[config.mk]
export PLATFORM = sky130hd
export DESIGN_NAME = tblp_top
export DESIGN_NICKNAME = d
export VERILOG_FILES = /design/src/design/tblp_top.v
export VERILOG_INCLUDE_DIRS = /design/src /design/src/design
export SDC_FILE = /design/constraint.sdc
export NUM_CORES = 1
export LEC_CHECK = 0
export ABC_CLOCK_PERIOD_IN_PS = 2500
export BUFFER_PORTS_ARGS = -buffer_cell sky130_fd_sc_hd__buf_2
export CORE_MARGIN = 2
export CORE_UTILIZATION = 50
export CTS_BUF_LIST = sky130_fd_sc_hd__clkbuf_8
export DETAILED_ROUTE_END_ITERATION = 7
export GPL_TIMING_DRIVEN = 0
export PLACE_DENSITY = 0.86
export REMOVE_ABC_BUFFERS = 1
export SYNTH_ARGS = -nofsm -noshare
export SYNTH_HDL_FRONTEND = slang
export SYNTH_SLANG_ARGS = --single-unit
[constraint.sdc]
create_clock -name CLK_SYS -period 2.5 [get_ports CLK_SYS]
set_clock_uncertainty 0.1 [all_clocks]
set_input_delay 0.25 -clock CLK_SYS [delete_from_list [all_inputs] [get_ports CLK_SYS]]
set_output_delay 0.25 -clock CLK_SYS [all_outputs]
set_load 0.05 [all_outputs]
[src/design/tblp_regs.vh]
`ifndef TBLP_REGS_VH
`define TBLP_REGS_VH

// ----------------------------------------------------------------------
// Register indexes (byte address is four times the index)
// ----------------------------------------------------------------------
`define TBLP_IDX_MODE      16'hffa6
`define TBLP_IDX_COUNT     16'hffa7
`define TBLP_IDX_A_DATA    16'hffda
`define TBLP_IDX_B_DATA    16'hffdb
`define TBLP_IDX_A_DIR     16'hffea
`define TBLP_IDX_B_DIR     16'hffeb
`define TBLP_IDX_IRQ_EN    16'hfff4
`define TBLP_IDX_IRQ_REQ   16'hfff6

// ----------------------------------------------------------------------
// Field positions and values
// ----------------------------------------------------------------------
`define TBLP_BIT_LED_ONE   4
`define TBLP_BIT_LED_TWO   7
`define TBLP_BIT_TIMER_IRQ 6
`define TBLP_MODE_MASK     8'h0f
`define TBLP_MODE_TIMEBASE 8'h09
`define TBLP_RST_BYTE      8'h00
`define TBLP_CNT_MAX       8'hff
`define TBLP_SUB_DIV_LAST  2'h3
`define TBLP_PRE_WIDTH     5
`define TBLP_PRE_TAP       3
`define TBLP_ADDR_WIDTH    18

`endif

[src/design/tblp_top.v]
// The APB register port was left to the implementer.
`timescale 1ns/1ps
`include "tblp_regs.vh"

module tblp_top #(
  parameter PRE_TAP = `TBLP_PRE_TAP
) (
  input  wire                        CLK_SYS,
  input  wire                        SYS_RST,
  input  wire                        PSEL,
  input  wire                        PENABLE,
  input  wire                        PWRITE,
  input  wire [`TBLP_ADDR_WIDTH-1:0] PADDR,
  input  wire [31:0]                 PWDATA,
  output reg  [31:0]                 PRDATA,
  output reg                         PREADY,
  output reg                         PSLVERR,
  input  wire                        SUBCLK,
  input  wire                        LED_ONE_IN,
  output reg                         LED_ONE_OUT,
  output reg                         LED_ONE_OE_N,
  input  wire                        LED_TWO_IN,
  output reg                         LED_TWO_OUT,
  output reg                         LED_TWO_OE_N,
  output reg                         TIMER_IRQ
);

  // ----------------------------------------------------------------------
  // Address decoding
  // ----------------------------------------------------------------------

  // Byte address of a register from its index, used by every decode.
  function [`TBLP_ADDR_WIDTH-1:0] byte_addr;
    input [15:0] idx;
    begin
      byte_addr = {idx, 2'b00};
    end
  endfunction

  // Zero-extends one register byte into a bus word.
  function [31:0] word_of;
    input [7:0] b;
    begin
      word_of = {24'h000000, b};
    end
  endfunction

  // True when the bus address selects the register with this index.
  function addr_hit;
    input [`TBLP_ADDR_WIDTH-1:0] addr;
    input [15:0]                 idx;
    begin
      addr_hit = (addr == byte_addr(idx));
    end
  endfunction

  // ----------------------------------------------------------------------
  // State
  // ----------------------------------------------------------------------
  reg [7:0]                 mode_reg;
  reg [7:0]                 count_reg;
  reg [7:0]                 a_data_reg;
  reg [7:0]                 b_data_reg;
  reg [7:0]                 a_dir_reg;
  reg [7:0]                 b_dir_reg;
  reg [7:0]                 irq_en_reg;
  reg [7:0]                 irq_req_reg;
  reg [2:0]                 sub_sync_reg;
  reg [1:0]                 sub_div_reg;
  reg [`TBLP_PRE_WIDTH-1:0] pre_reg;
  reg [1:0]                 one_sync_reg;
  reg [1:0]                 two_sync_reg;

  wire sub_rise;
  wire sub_tick;
  wire pre_tap_now;
  wire pre_tap_next;
  wire timebase_on;
  wire count_tick;
  wire overflow;
  wire access;
  wire wr_go;
  wire wr_mode;
  wire wr_a_data;
  wire wr_b_data;
  wire wr_a_dir;
  wire wr_b_dir;
  wire wr_irq_en;
  wire wr_irq_req;

  // Prescaler value one step on, used to spot its tapped bit falling.
  wire [`TBLP_PRE_WIDTH-1:0] pre_plus;

  // Sub-clock edge seen on the second and third stages only, never the
  // first, so a metastable first stage cannot leak into the dividers.
  assign sub_rise     = sub_sync_reg[1] & ~sub_sync_reg[2];
  assign sub_tick     = sub_rise & (sub_div_reg == `TBLP_SUB_DIV_LAST);
  // The next prescaler value is worked out whole, so every tap from
  // zero up is decoded the same way.
  assign pre_plus     = pre_reg + {{(`TBLP_PRE_WIDTH-1){1'b0}}, 1'b1};
  assign pre_tap_now  = pre_reg[PRE_TAP];
  assign pre_tap_next = pre_plus[PRE_TAP];
  // Prescaler output falls once per full cycle of its tapped bit.
  // Only the time-base mode is built; any other value in the low four mode bits leaves the
  // counter holding its count rather than stepping at a wrong rate.
  assign timebase_on  =
    ((mode_reg & `TBLP_MODE_MASK) == `TBLP_MODE_TIMEBASE);
  assign count_tick   = sub_tick & pre_tap_now & ~pre_tap_next &
                        timebase_on;
  assign overflow     = count_tick & (count_reg == `TBLP_CNT_MAX);

  // Bus handshake: the access cycle waits one cycle for the registered
  // ready, which keeps every bus output straight from a flip-flop.
  // Every transfer therefore takes three clocks, setup included.
  assign access = PSEL & PENABLE;
  assign wr_go  = access & PREADY & PWRITE;

  // One strobe per writable register, live only at the committing edge,
  // so a register never takes the data of a transfer still in setup.
  assign wr_mode    = wr_go & addr_hit(PADDR, `TBLP_IDX_MODE);
  assign wr_a_data  = wr_go & addr_hit(PADDR, `TBLP_IDX_A_DATA);
  assign wr_b_data  = wr_go & addr_hit(PADDR, `TBLP_IDX_B_DATA);
  assign wr_a_dir   = wr_go & addr_hit(PADDR, `TBLP_IDX_A_DIR);
  assign wr_b_dir   = wr_go & addr_hit(PADDR, `TBLP_IDX_B_DIR);
  assign wr_irq_en  = wr_go & addr_hit(PADDR, `TBLP_IDX_IRQ_EN);
  assign wr_irq_req = wr_go & addr_hit(PADDR, `TBLP_IDX_IRQ_REQ);

  // ----------------------------------------------------------------------
  // Synchronisers, dividers and timer counter
  // ----------------------------------------------------------------------

  // Sub-clock divided by four feeds the five-bit prescaler. The
  // sub-clock is sampled, not used as a clock, so the whole block stays
  // in one clock domain; the price is that the system clock must run
  // well above the sub-clock rate for no edge to be missed. The
  // prescaler runs in every mode; only the counter stops.
  always @(posedge CLK_SYS or posedge SYS_RST) begin
    if (SYS_RST) begin
      sub_sync_reg <= 3'h0;
      sub_div_reg  <= 2'h0;
      pre_reg      <= {`TBLP_PRE_WIDTH{1'b0}};
      one_sync_reg <= 2'h0;
      two_sync_reg <= 2'h0;
      count_reg    <= `TBLP_RST_BYTE;
    end else begin
      sub_sync_reg <= {sub_sync_reg[1:0], SUBCLK};
      one_sync_reg <= {one_sync_reg[0], LED_ONE_IN};
      two_sync_reg <= {two_sync_reg[0], LED_TWO_IN};
      if (sub_rise) begin
        sub_div_reg <= sub_div_reg + 2'h1;
      end
      if (sub_tick) begin
        pre_reg <= pre_plus;
      end
      if (count_tick) begin
        count_reg <= count_reg + 8'h01;
      end
    end
  end

  // ----------------------------------------------------------------------
  // Register writes
  // ----------------------------------------------------------------------

  // Software registers; the counter itself is read only.
  // A write to the counter address is taken without error and dropped.
  always @(posedge CLK_SYS or posedge SYS_RST) begin
    if (SYS_RST) begin
      mode_reg   <= `TBLP_RST_BYTE;
      a_data_reg <= `TBLP_RST_BYTE;
      b_data_reg <= `TBLP_RST_BYTE;
      a_dir_reg  <= `TBLP_RST_BYTE;
      b_dir_reg  <= `TBLP_RST_BYTE;
      irq_en_reg <= `TBLP_RST_BYTE;
    end else begin
      if (wr_mode) begin
        mode_reg <= PWDATA[7:0];
      end
      if (wr_a_data) begin
        a_data_reg <= PWDATA[7:0];
      end
      if (wr_b_data) begin
        b_data_reg <= PWDATA[7:0];
      end
      if (wr_a_dir) begin
        a_dir_reg <= PWDATA[7:0];
      end
      if (wr_b_dir) begin
        b_dir_reg <= PWDATA[7:0];
      end
      if (wr_irq_en) begin
        irq_en_reg <= PWDATA[7:0];
      end
    end
  end

  // Request flags: writing zero clears, writing one leaves a bit alone.
  // An overflow in the same cycle as the clear wins, so none is lost.
  // Bits other than the timer one have no source in this block and can
  // only be cleared, so after reset they always read zero.
  always @(posedge CLK_SYS or posedge SYS_RST) begin
    if (SYS_RST) begin
      irq_req_reg <= `TBLP_RST_BYTE;
    end else begin
      if (wr_irq_req) begin
        irq_req_reg <= irq_req_reg & PWDATA[7:0];
      end
      if (overflow) begin
        irq_req_reg[`TBLP_BIT_TIMER_IRQ] <= 1'b1;
      end
    end
  end

  // ----------------------------------------------------------------------
  // Read data and bus answer
  // ----------------------------------------------------------------------
  reg [7:0]  a_view;
  reg [7:0]  b_view;
  reg [31:0] rdata_next;
  reg        err_next;

  // Port views replace the pin bit by its level while it is an input.
  // The level seen here is two system clocks old, the cost of the
  // synchroniser; a read straight after a pin change may still show
  // the earlier level.
  always @* begin
    a_view = a_data_reg;
    b_view = b_data_reg;
    if (!a_dir_reg[`TBLP_BIT_LED_ONE]) begin
      a_view[`TBLP_BIT_LED_ONE] = one_sync_reg[1];
    end
    if (!b_dir_reg[`TBLP_BIT_LED_TWO]) begin
      b_view[`TBLP_BIT_LED_TWO] = two_sync_reg[1];
    end
    err_next = 1'b0;
    case (PADDR)
      byte_addr(`TBLP_IDX_MODE):    rdata_next = word_of(mode_reg);
      byte_addr(`TBLP_IDX_COUNT):   rdata_next = word_of(count_reg);
      byte_addr(`TBLP_IDX_A_DATA):  rdata_next = word_of(a_view);
      byte_addr(`TBLP_IDX_B_DATA):  rdata_next = word_of(b_view);
      byte_addr(`TBLP_IDX_A_DIR):   rdata_next = word_of(a_dir_reg);
      byte_addr(`TBLP_IDX_B_DIR):   rdata_next = word_of(b_dir_reg);
      byte_addr(`TBLP_IDX_IRQ_EN):  rdata_next = word_of(irq_en_reg);
      byte_addr(`TBLP_IDX_IRQ_REQ): rdata_next = word_of(irq_req_reg);
      default: begin
        rdata_next = 32'h00000000;
        err_next   = 1'b1; // Unmapped address answers with an error.
      end
    endcase
  end

  // Ready rises one cycle into the access phase and drops after it.
  always @(posedge CLK_SYS or posedge SYS_RST) begin
    if (SYS_RST) begin
      PREADY  <= 1'b0;
      PSLVERR <= 1'b0;
      PRDATA  <= 32'h00000000;
    end else begin
      PREADY <= access & ~PREADY;
      if (access && !PREADY) begin
        PSLVERR <= err_next;
        PRDATA  <= PWRITE ? 32'h00000000 : rdata_next;
      end else begin
        PSLVERR <= 1'b0;
        PRDATA  <= 32'h00000000;
      end
    end
  end

  // ----------------------------------------------------------------------
  // Pins and interrupt output
  // ----------------------------------------------------------------------

  // Pin drivers and the gated interrupt, all registered. Each lags its
  // register by one clock, which keeps decode glitches off the pins at
  // the cost of that one cycle of latency.
  always @(posedge CLK_SYS or posedge SYS_RST) begin
    if (SYS_RST) begin
      LED_ONE_OUT  <= 1'b0;
      LED_ONE_OE_N <= 1'b1;
      LED_TWO_OUT  <= 1'b0;
      LED_TWO_OE_N <= 1'b1;
      TIMER_IRQ    <= 1'b0;
    end else begin
      LED_ONE_OUT  <= a_data_reg[`TBLP_BIT_LED_ONE];
      LED_ONE_OE_N <= ~a_dir_reg[`TBLP_BIT_LED_ONE];
      LED_TWO_OUT  <= b_data_reg[`TBLP_BIT_LED_TWO];
      LED_TWO_OE_N <= ~b_dir_reg[`TBLP_BIT_LED_TWO];
      TIMER_IRQ    <= irq_req_reg[`TBLP_BIT_TIMER_IRQ] &
                      irq_en_reg[`TBLP_BIT_TIMER_IRQ];
    end
  end

endmodule

# == Word-level counts from Yosys, hierarchy flattened ==
# Index checks and enable logic that the tools add are counted.
# totals
ff_bits,117
input_bits,58
output_inout_bits,39
# op_classes
addsub,3
n_eq_ne,11
muxes,9
bitwise_logic,24
n_reduce_logical,4
# op_table
operator,count
== test 18 bit (second input constant),8
two-way mux 32 bit,2
case mux 8 bit (8 select lines),1
AND 1 bit,18
adder 8 x 1 -> 8 bit (second input constant),1
AND 8 bit,1
== test 8 bit (second input constant),1
OR reduction 8 bit,1
two-way mux 7 bit,1
adder 5 x 1 -> 5 bit (second input constant),1
two-way mux 1 bit,5
inverter 1 bit,5
== test 4 bit (second input constant),1
adder 2 x 1 -> 2 bit (second input constant),1
== test 2 bit (second input constant),1
nonzero test 2 bit,1
logical AND 1 bit,1
zero test 1 bit,1

# == Logic depth before layout (Yosys ltp) ==
# depth
depth_word,8
ltp_mapped,7
depth_no_buf,6

# == Worst setup path after synthesis ==
# OpenSTA, ideal clock, no wires.
# synth_path
path_type,flip-flop to flip-flop
from,register PREADY
to,register irq_en_reg[0]
arrival_ns,1.999
required_time_ns,2.275
setup_slack_ns,0.276
path_stages_with_launch,5
n_path_buf,1
period_less_slack_ns,2.224
path_cell_list,dfrtp_1 -> nand4_1 -> or4b_2 -> buf_2 -> mux2_2
# synth_between
elab_chain_cells,3
# synth_rtl
element,line,rtl
from (decl),tblp_top.v:16,"output reg PREADY,"
from (signal assigned),tblp_top.v:259,PREADY <= access & ~PREADY;
AND 1 bit (2 in a row),tblp_top.v:116,assign wr_go = access & PREADY & PWRITE;
AND 1 bit,tblp_top.v:125,"assign wr_irq_en = wr_go & addr_hit(PADDR, `TBLP_IDX_IRQ_EN);"
to (signal assigned),tblp_top.v:174,irq_en_reg <= `TBLP_RST_BYTE;
to (signal assigned),tblp_top.v:192,irq_en_reg <= PWDATA[7:0];
to (decl),tblp_top.v:66,reg [7:0] irq_en_reg;
# Every way passes these cells.
# A chain may end at the register's enable or synchronous reset.

# == Worst setup path in the final report ==
# layout_path
from,input port PADDR[0]
to,register PRDATA[7]
# layout_between
elab_chain_cells,4
elab_cells_between_ends,11
# layout_rtl
element,line,rtl
from (decl),tblp_top.v:13,"input wire [`TBLP_ADDR_WIDTH-1:0] PADDR,"
== test 18 bit,--,
case mux 8 bit (8 select lines) *,tblp_top.v:236,case (PADDR)
two-way mux 32 bit *,tblp_top.v:262,PRDATA <= PWRITE ? 32'h00000000 : rdata_next;
two-way mux 32 bit *,tblp_top.v:260,if (access && !PREADY) begin
to (signal assigned),tblp_top.v:262,
to (decl),tblp_top.v:15,"output reg [31:0] PRDATA,"
# Every way passes the cells marked *; elsewhere a longest branch is shown, timed or not.

==> metrics.txt <==
status complete, no violations; Ports 97; sequential-to-total area share from yosys stat 54.1%; EDFF count, synth 0; layout cells sized above 1 29.5%; CTS tree yes; CP Data Required Time 2680 ps; Port-buffer cells 48; largest cells by area after synthesis dfrtp_1 (53%), mux2_2 (11%), buf_4 (4.4%); met1 usage 26.7%; Final period util 94.4%; Critical Path AT 2540 ps; hold path cells 3; max frequency 424 MHz; clock latency on the worst-skew pair 360 ps; Slew Viols, Final 0; startpoint types input pin; initial antenna violation count 0; Mean Syn Cell Area 12.5 µm²; post-cts sizing count 0; # DRC 0; final instance area 4730 µm²; final RePlAce weighted congestion 0.896; met3 Usage GRT 5.72%; Leakage 2.28 nW; die height 96.3 µm; CP Class input pin to flop; Netlist Area Pre-Place 4260 µm²; # clock sinks 92; vias in the first global route 2894; Initial DRC Count 168; post-synth top area share 52.9%; met2 GRT Util 33.5%; post-synth cell types 52; antenna diode count 0; buffer depth of the longest clock path 2; Rows 33; crit path time final 2360 ps; largest net degree at the start of global routing 59; via count 2910; HPWL Detailed 6.18 mm; Initial Util 51.8%; Primary FF master, synth dfrtp_1; Setup Fix Bufs, Post-CTS 0; GRT busiest layer met2; Cell Pwr Density 575 nW/µm²; crit path max fanout 9; hold crit path type input pin to flop; crit end category flop; area leader, netlist dfrtp_1; Die ar. 9270 µm²; area delta synth->final 11.2%; crit-path max cell delay 760 ps; Seq cells post-synth 92; dpl cell area 4520 µm²; core area 8220 µm²; Peak VDD IR 0.251 mV; non-filler cells in the finished layout 505; final core utilization 57.6%; final setup vio count 0; Cell Chain, Critical Path buf_2 > nand4b_1 > nor4_2 > o2111ai_1 > a2111o_1 > a31oi_1; fraction of registers with async set/reset 100%; placed insts 485; gr ovfl total 0; Yosys Warn Count 0; routed wire length 8.64 mm; H-tree Lvls 3; final hold viol count 0; Slowest-stage cell, CP nor4_2; cts bufs inserted 9; worst slack at placement -244 ps; Tightest Pin Transition 886 ps; FF-to-FF path depth 3; Clk Tree Root Cell clkbuf_8; Overall Global Routing Usage 20.6%; Syn Inst Count 341; clk slew on worst S/H paths 90 ps; RSZ-0062 raised after global routing false; first-pass GRT wire length 14.3 mm; max_slew headroom 40.4%; vias per cell 5.76; fin worst setup slack 141 ps; max-cap violation count 0; Initial DRT Pass Iterations 4; final antenna-violating net count 0; DR WL/cell 17.1 µm; nets 456; Die Span X 96.3 µm
[cell type report]
cell class	instances	area [µm²]
inverter	8	32.5
timing repair buffer	53	308
clock buffer	10	138
multi-input combinational	231	1790
sequential	92	2300
tap	105	131
clock inverter	6	26.3
fill	676	3480
[per-layer routing]
layer,part of all wire (%),vias up
met3,7.2,19
met2,49,131
met4,2.0,0
met1,42,1453
met5,0,-
li1,-,1307
[power breakdown]
| group | internal (mW) | switching [mW] |
|---|---|---|
| combinational | 0.0850 | 0.206 |
| clock | 0.373 | 0.496 |
| sequential | 1.53 | 0.0317 |
[critical path: cells and delay by family]
kind	cells	cell delay (ps)
compound gates	3	1240
buf+inv	1	90
simple gates	2	960
[layout by cell type (no fill, tap or decap), types with 5 or more instances in the layout]
master / n
o2bb2ai_1: 5
mux2_1: 8
mux2i_1: 17
clkbuf_8: 10
inv_1: 9
buf_2: 48
mux2_2: 42
dfrtp_1: 90
xnor2_1: 8
nand3_1: 8
nor2_1: 13
nor3_1: 5
nand2b_1: 5
nand2_1: 16
conb_1: 24
o21a_1: 8
o22ai_1: 6
a22oi_1: 8
[synthesized netlist by cell type, types with 5 or more instances]
master     instances
dfrtp_1           90
mux2_2            42
buf_4             25
mux2i_1           17
nand2_1           16
nor2_1            13
a22oi_1            8
mux2_1             8
nand3_1            8
o21a_1             8
xnor2_1            8
inv_1              7
o22ai_1            6
nand2b_1           5
nor3_1             5
o2bb2ai_1          5
[final timing paths]
kind	endpoint	from	slack [ps]
worst max-delay path	PRDATA[7]$_DFF_PP0_	PADDR[0]	140
worst min-delay path	PREADY$_DFF_PP0_	PENABLE	50
worst max register to register	irq_en_reg[5]$_DFFE_PP0P_	PREADY$_DFF_PP0_	420
worst min register to register	one_sync_reg[1]$_DFF_PP0_	one_sync_reg[0]$_DFF_PP0_	250
max in group asynchronous	LED_ONE_OE_N$_DFF_PP1_	SYS_RST	1260
min in group asynchronous	PRDATA[1]$_DFF_PP0_	SYS_RST	360
[stage by stage]
stage / TNS [ps] / hold slack, ps / power (mW)
floorplan: -21480 / 181 / 1.79
global placement: -97510 / 233 / 1.86
detailed placement: -2360 / 195 / 1.88
CTS: 0 / 48.0 / 2.73
global route: 0 / 65.9 / 2.84
finish: 0 / 49.6 / 2.72
[cell families after synthesis]
family | count (synthesis) | synth area share (%)
AO/OA/AOI/OAI | 45 | 8.08
XOR/XNOR | 11 | 2.26
adder cells (fa/ha/maj) | 3 | 0.881
buffers and inverters | 41 | 5.93
flip-flops | 92 | 54.1
multiplexers | 67 | 17.2
other | 1 | 0.0880
AND/OR/NAND/NOR | 81 | 11.4
[repair_timing]
action,in CTS,in global routing
endpoints found under the hold margin,37,0
hold buffers,4,0
setup endpoints to repair,0,0
(Power assumes the default switching activity.)
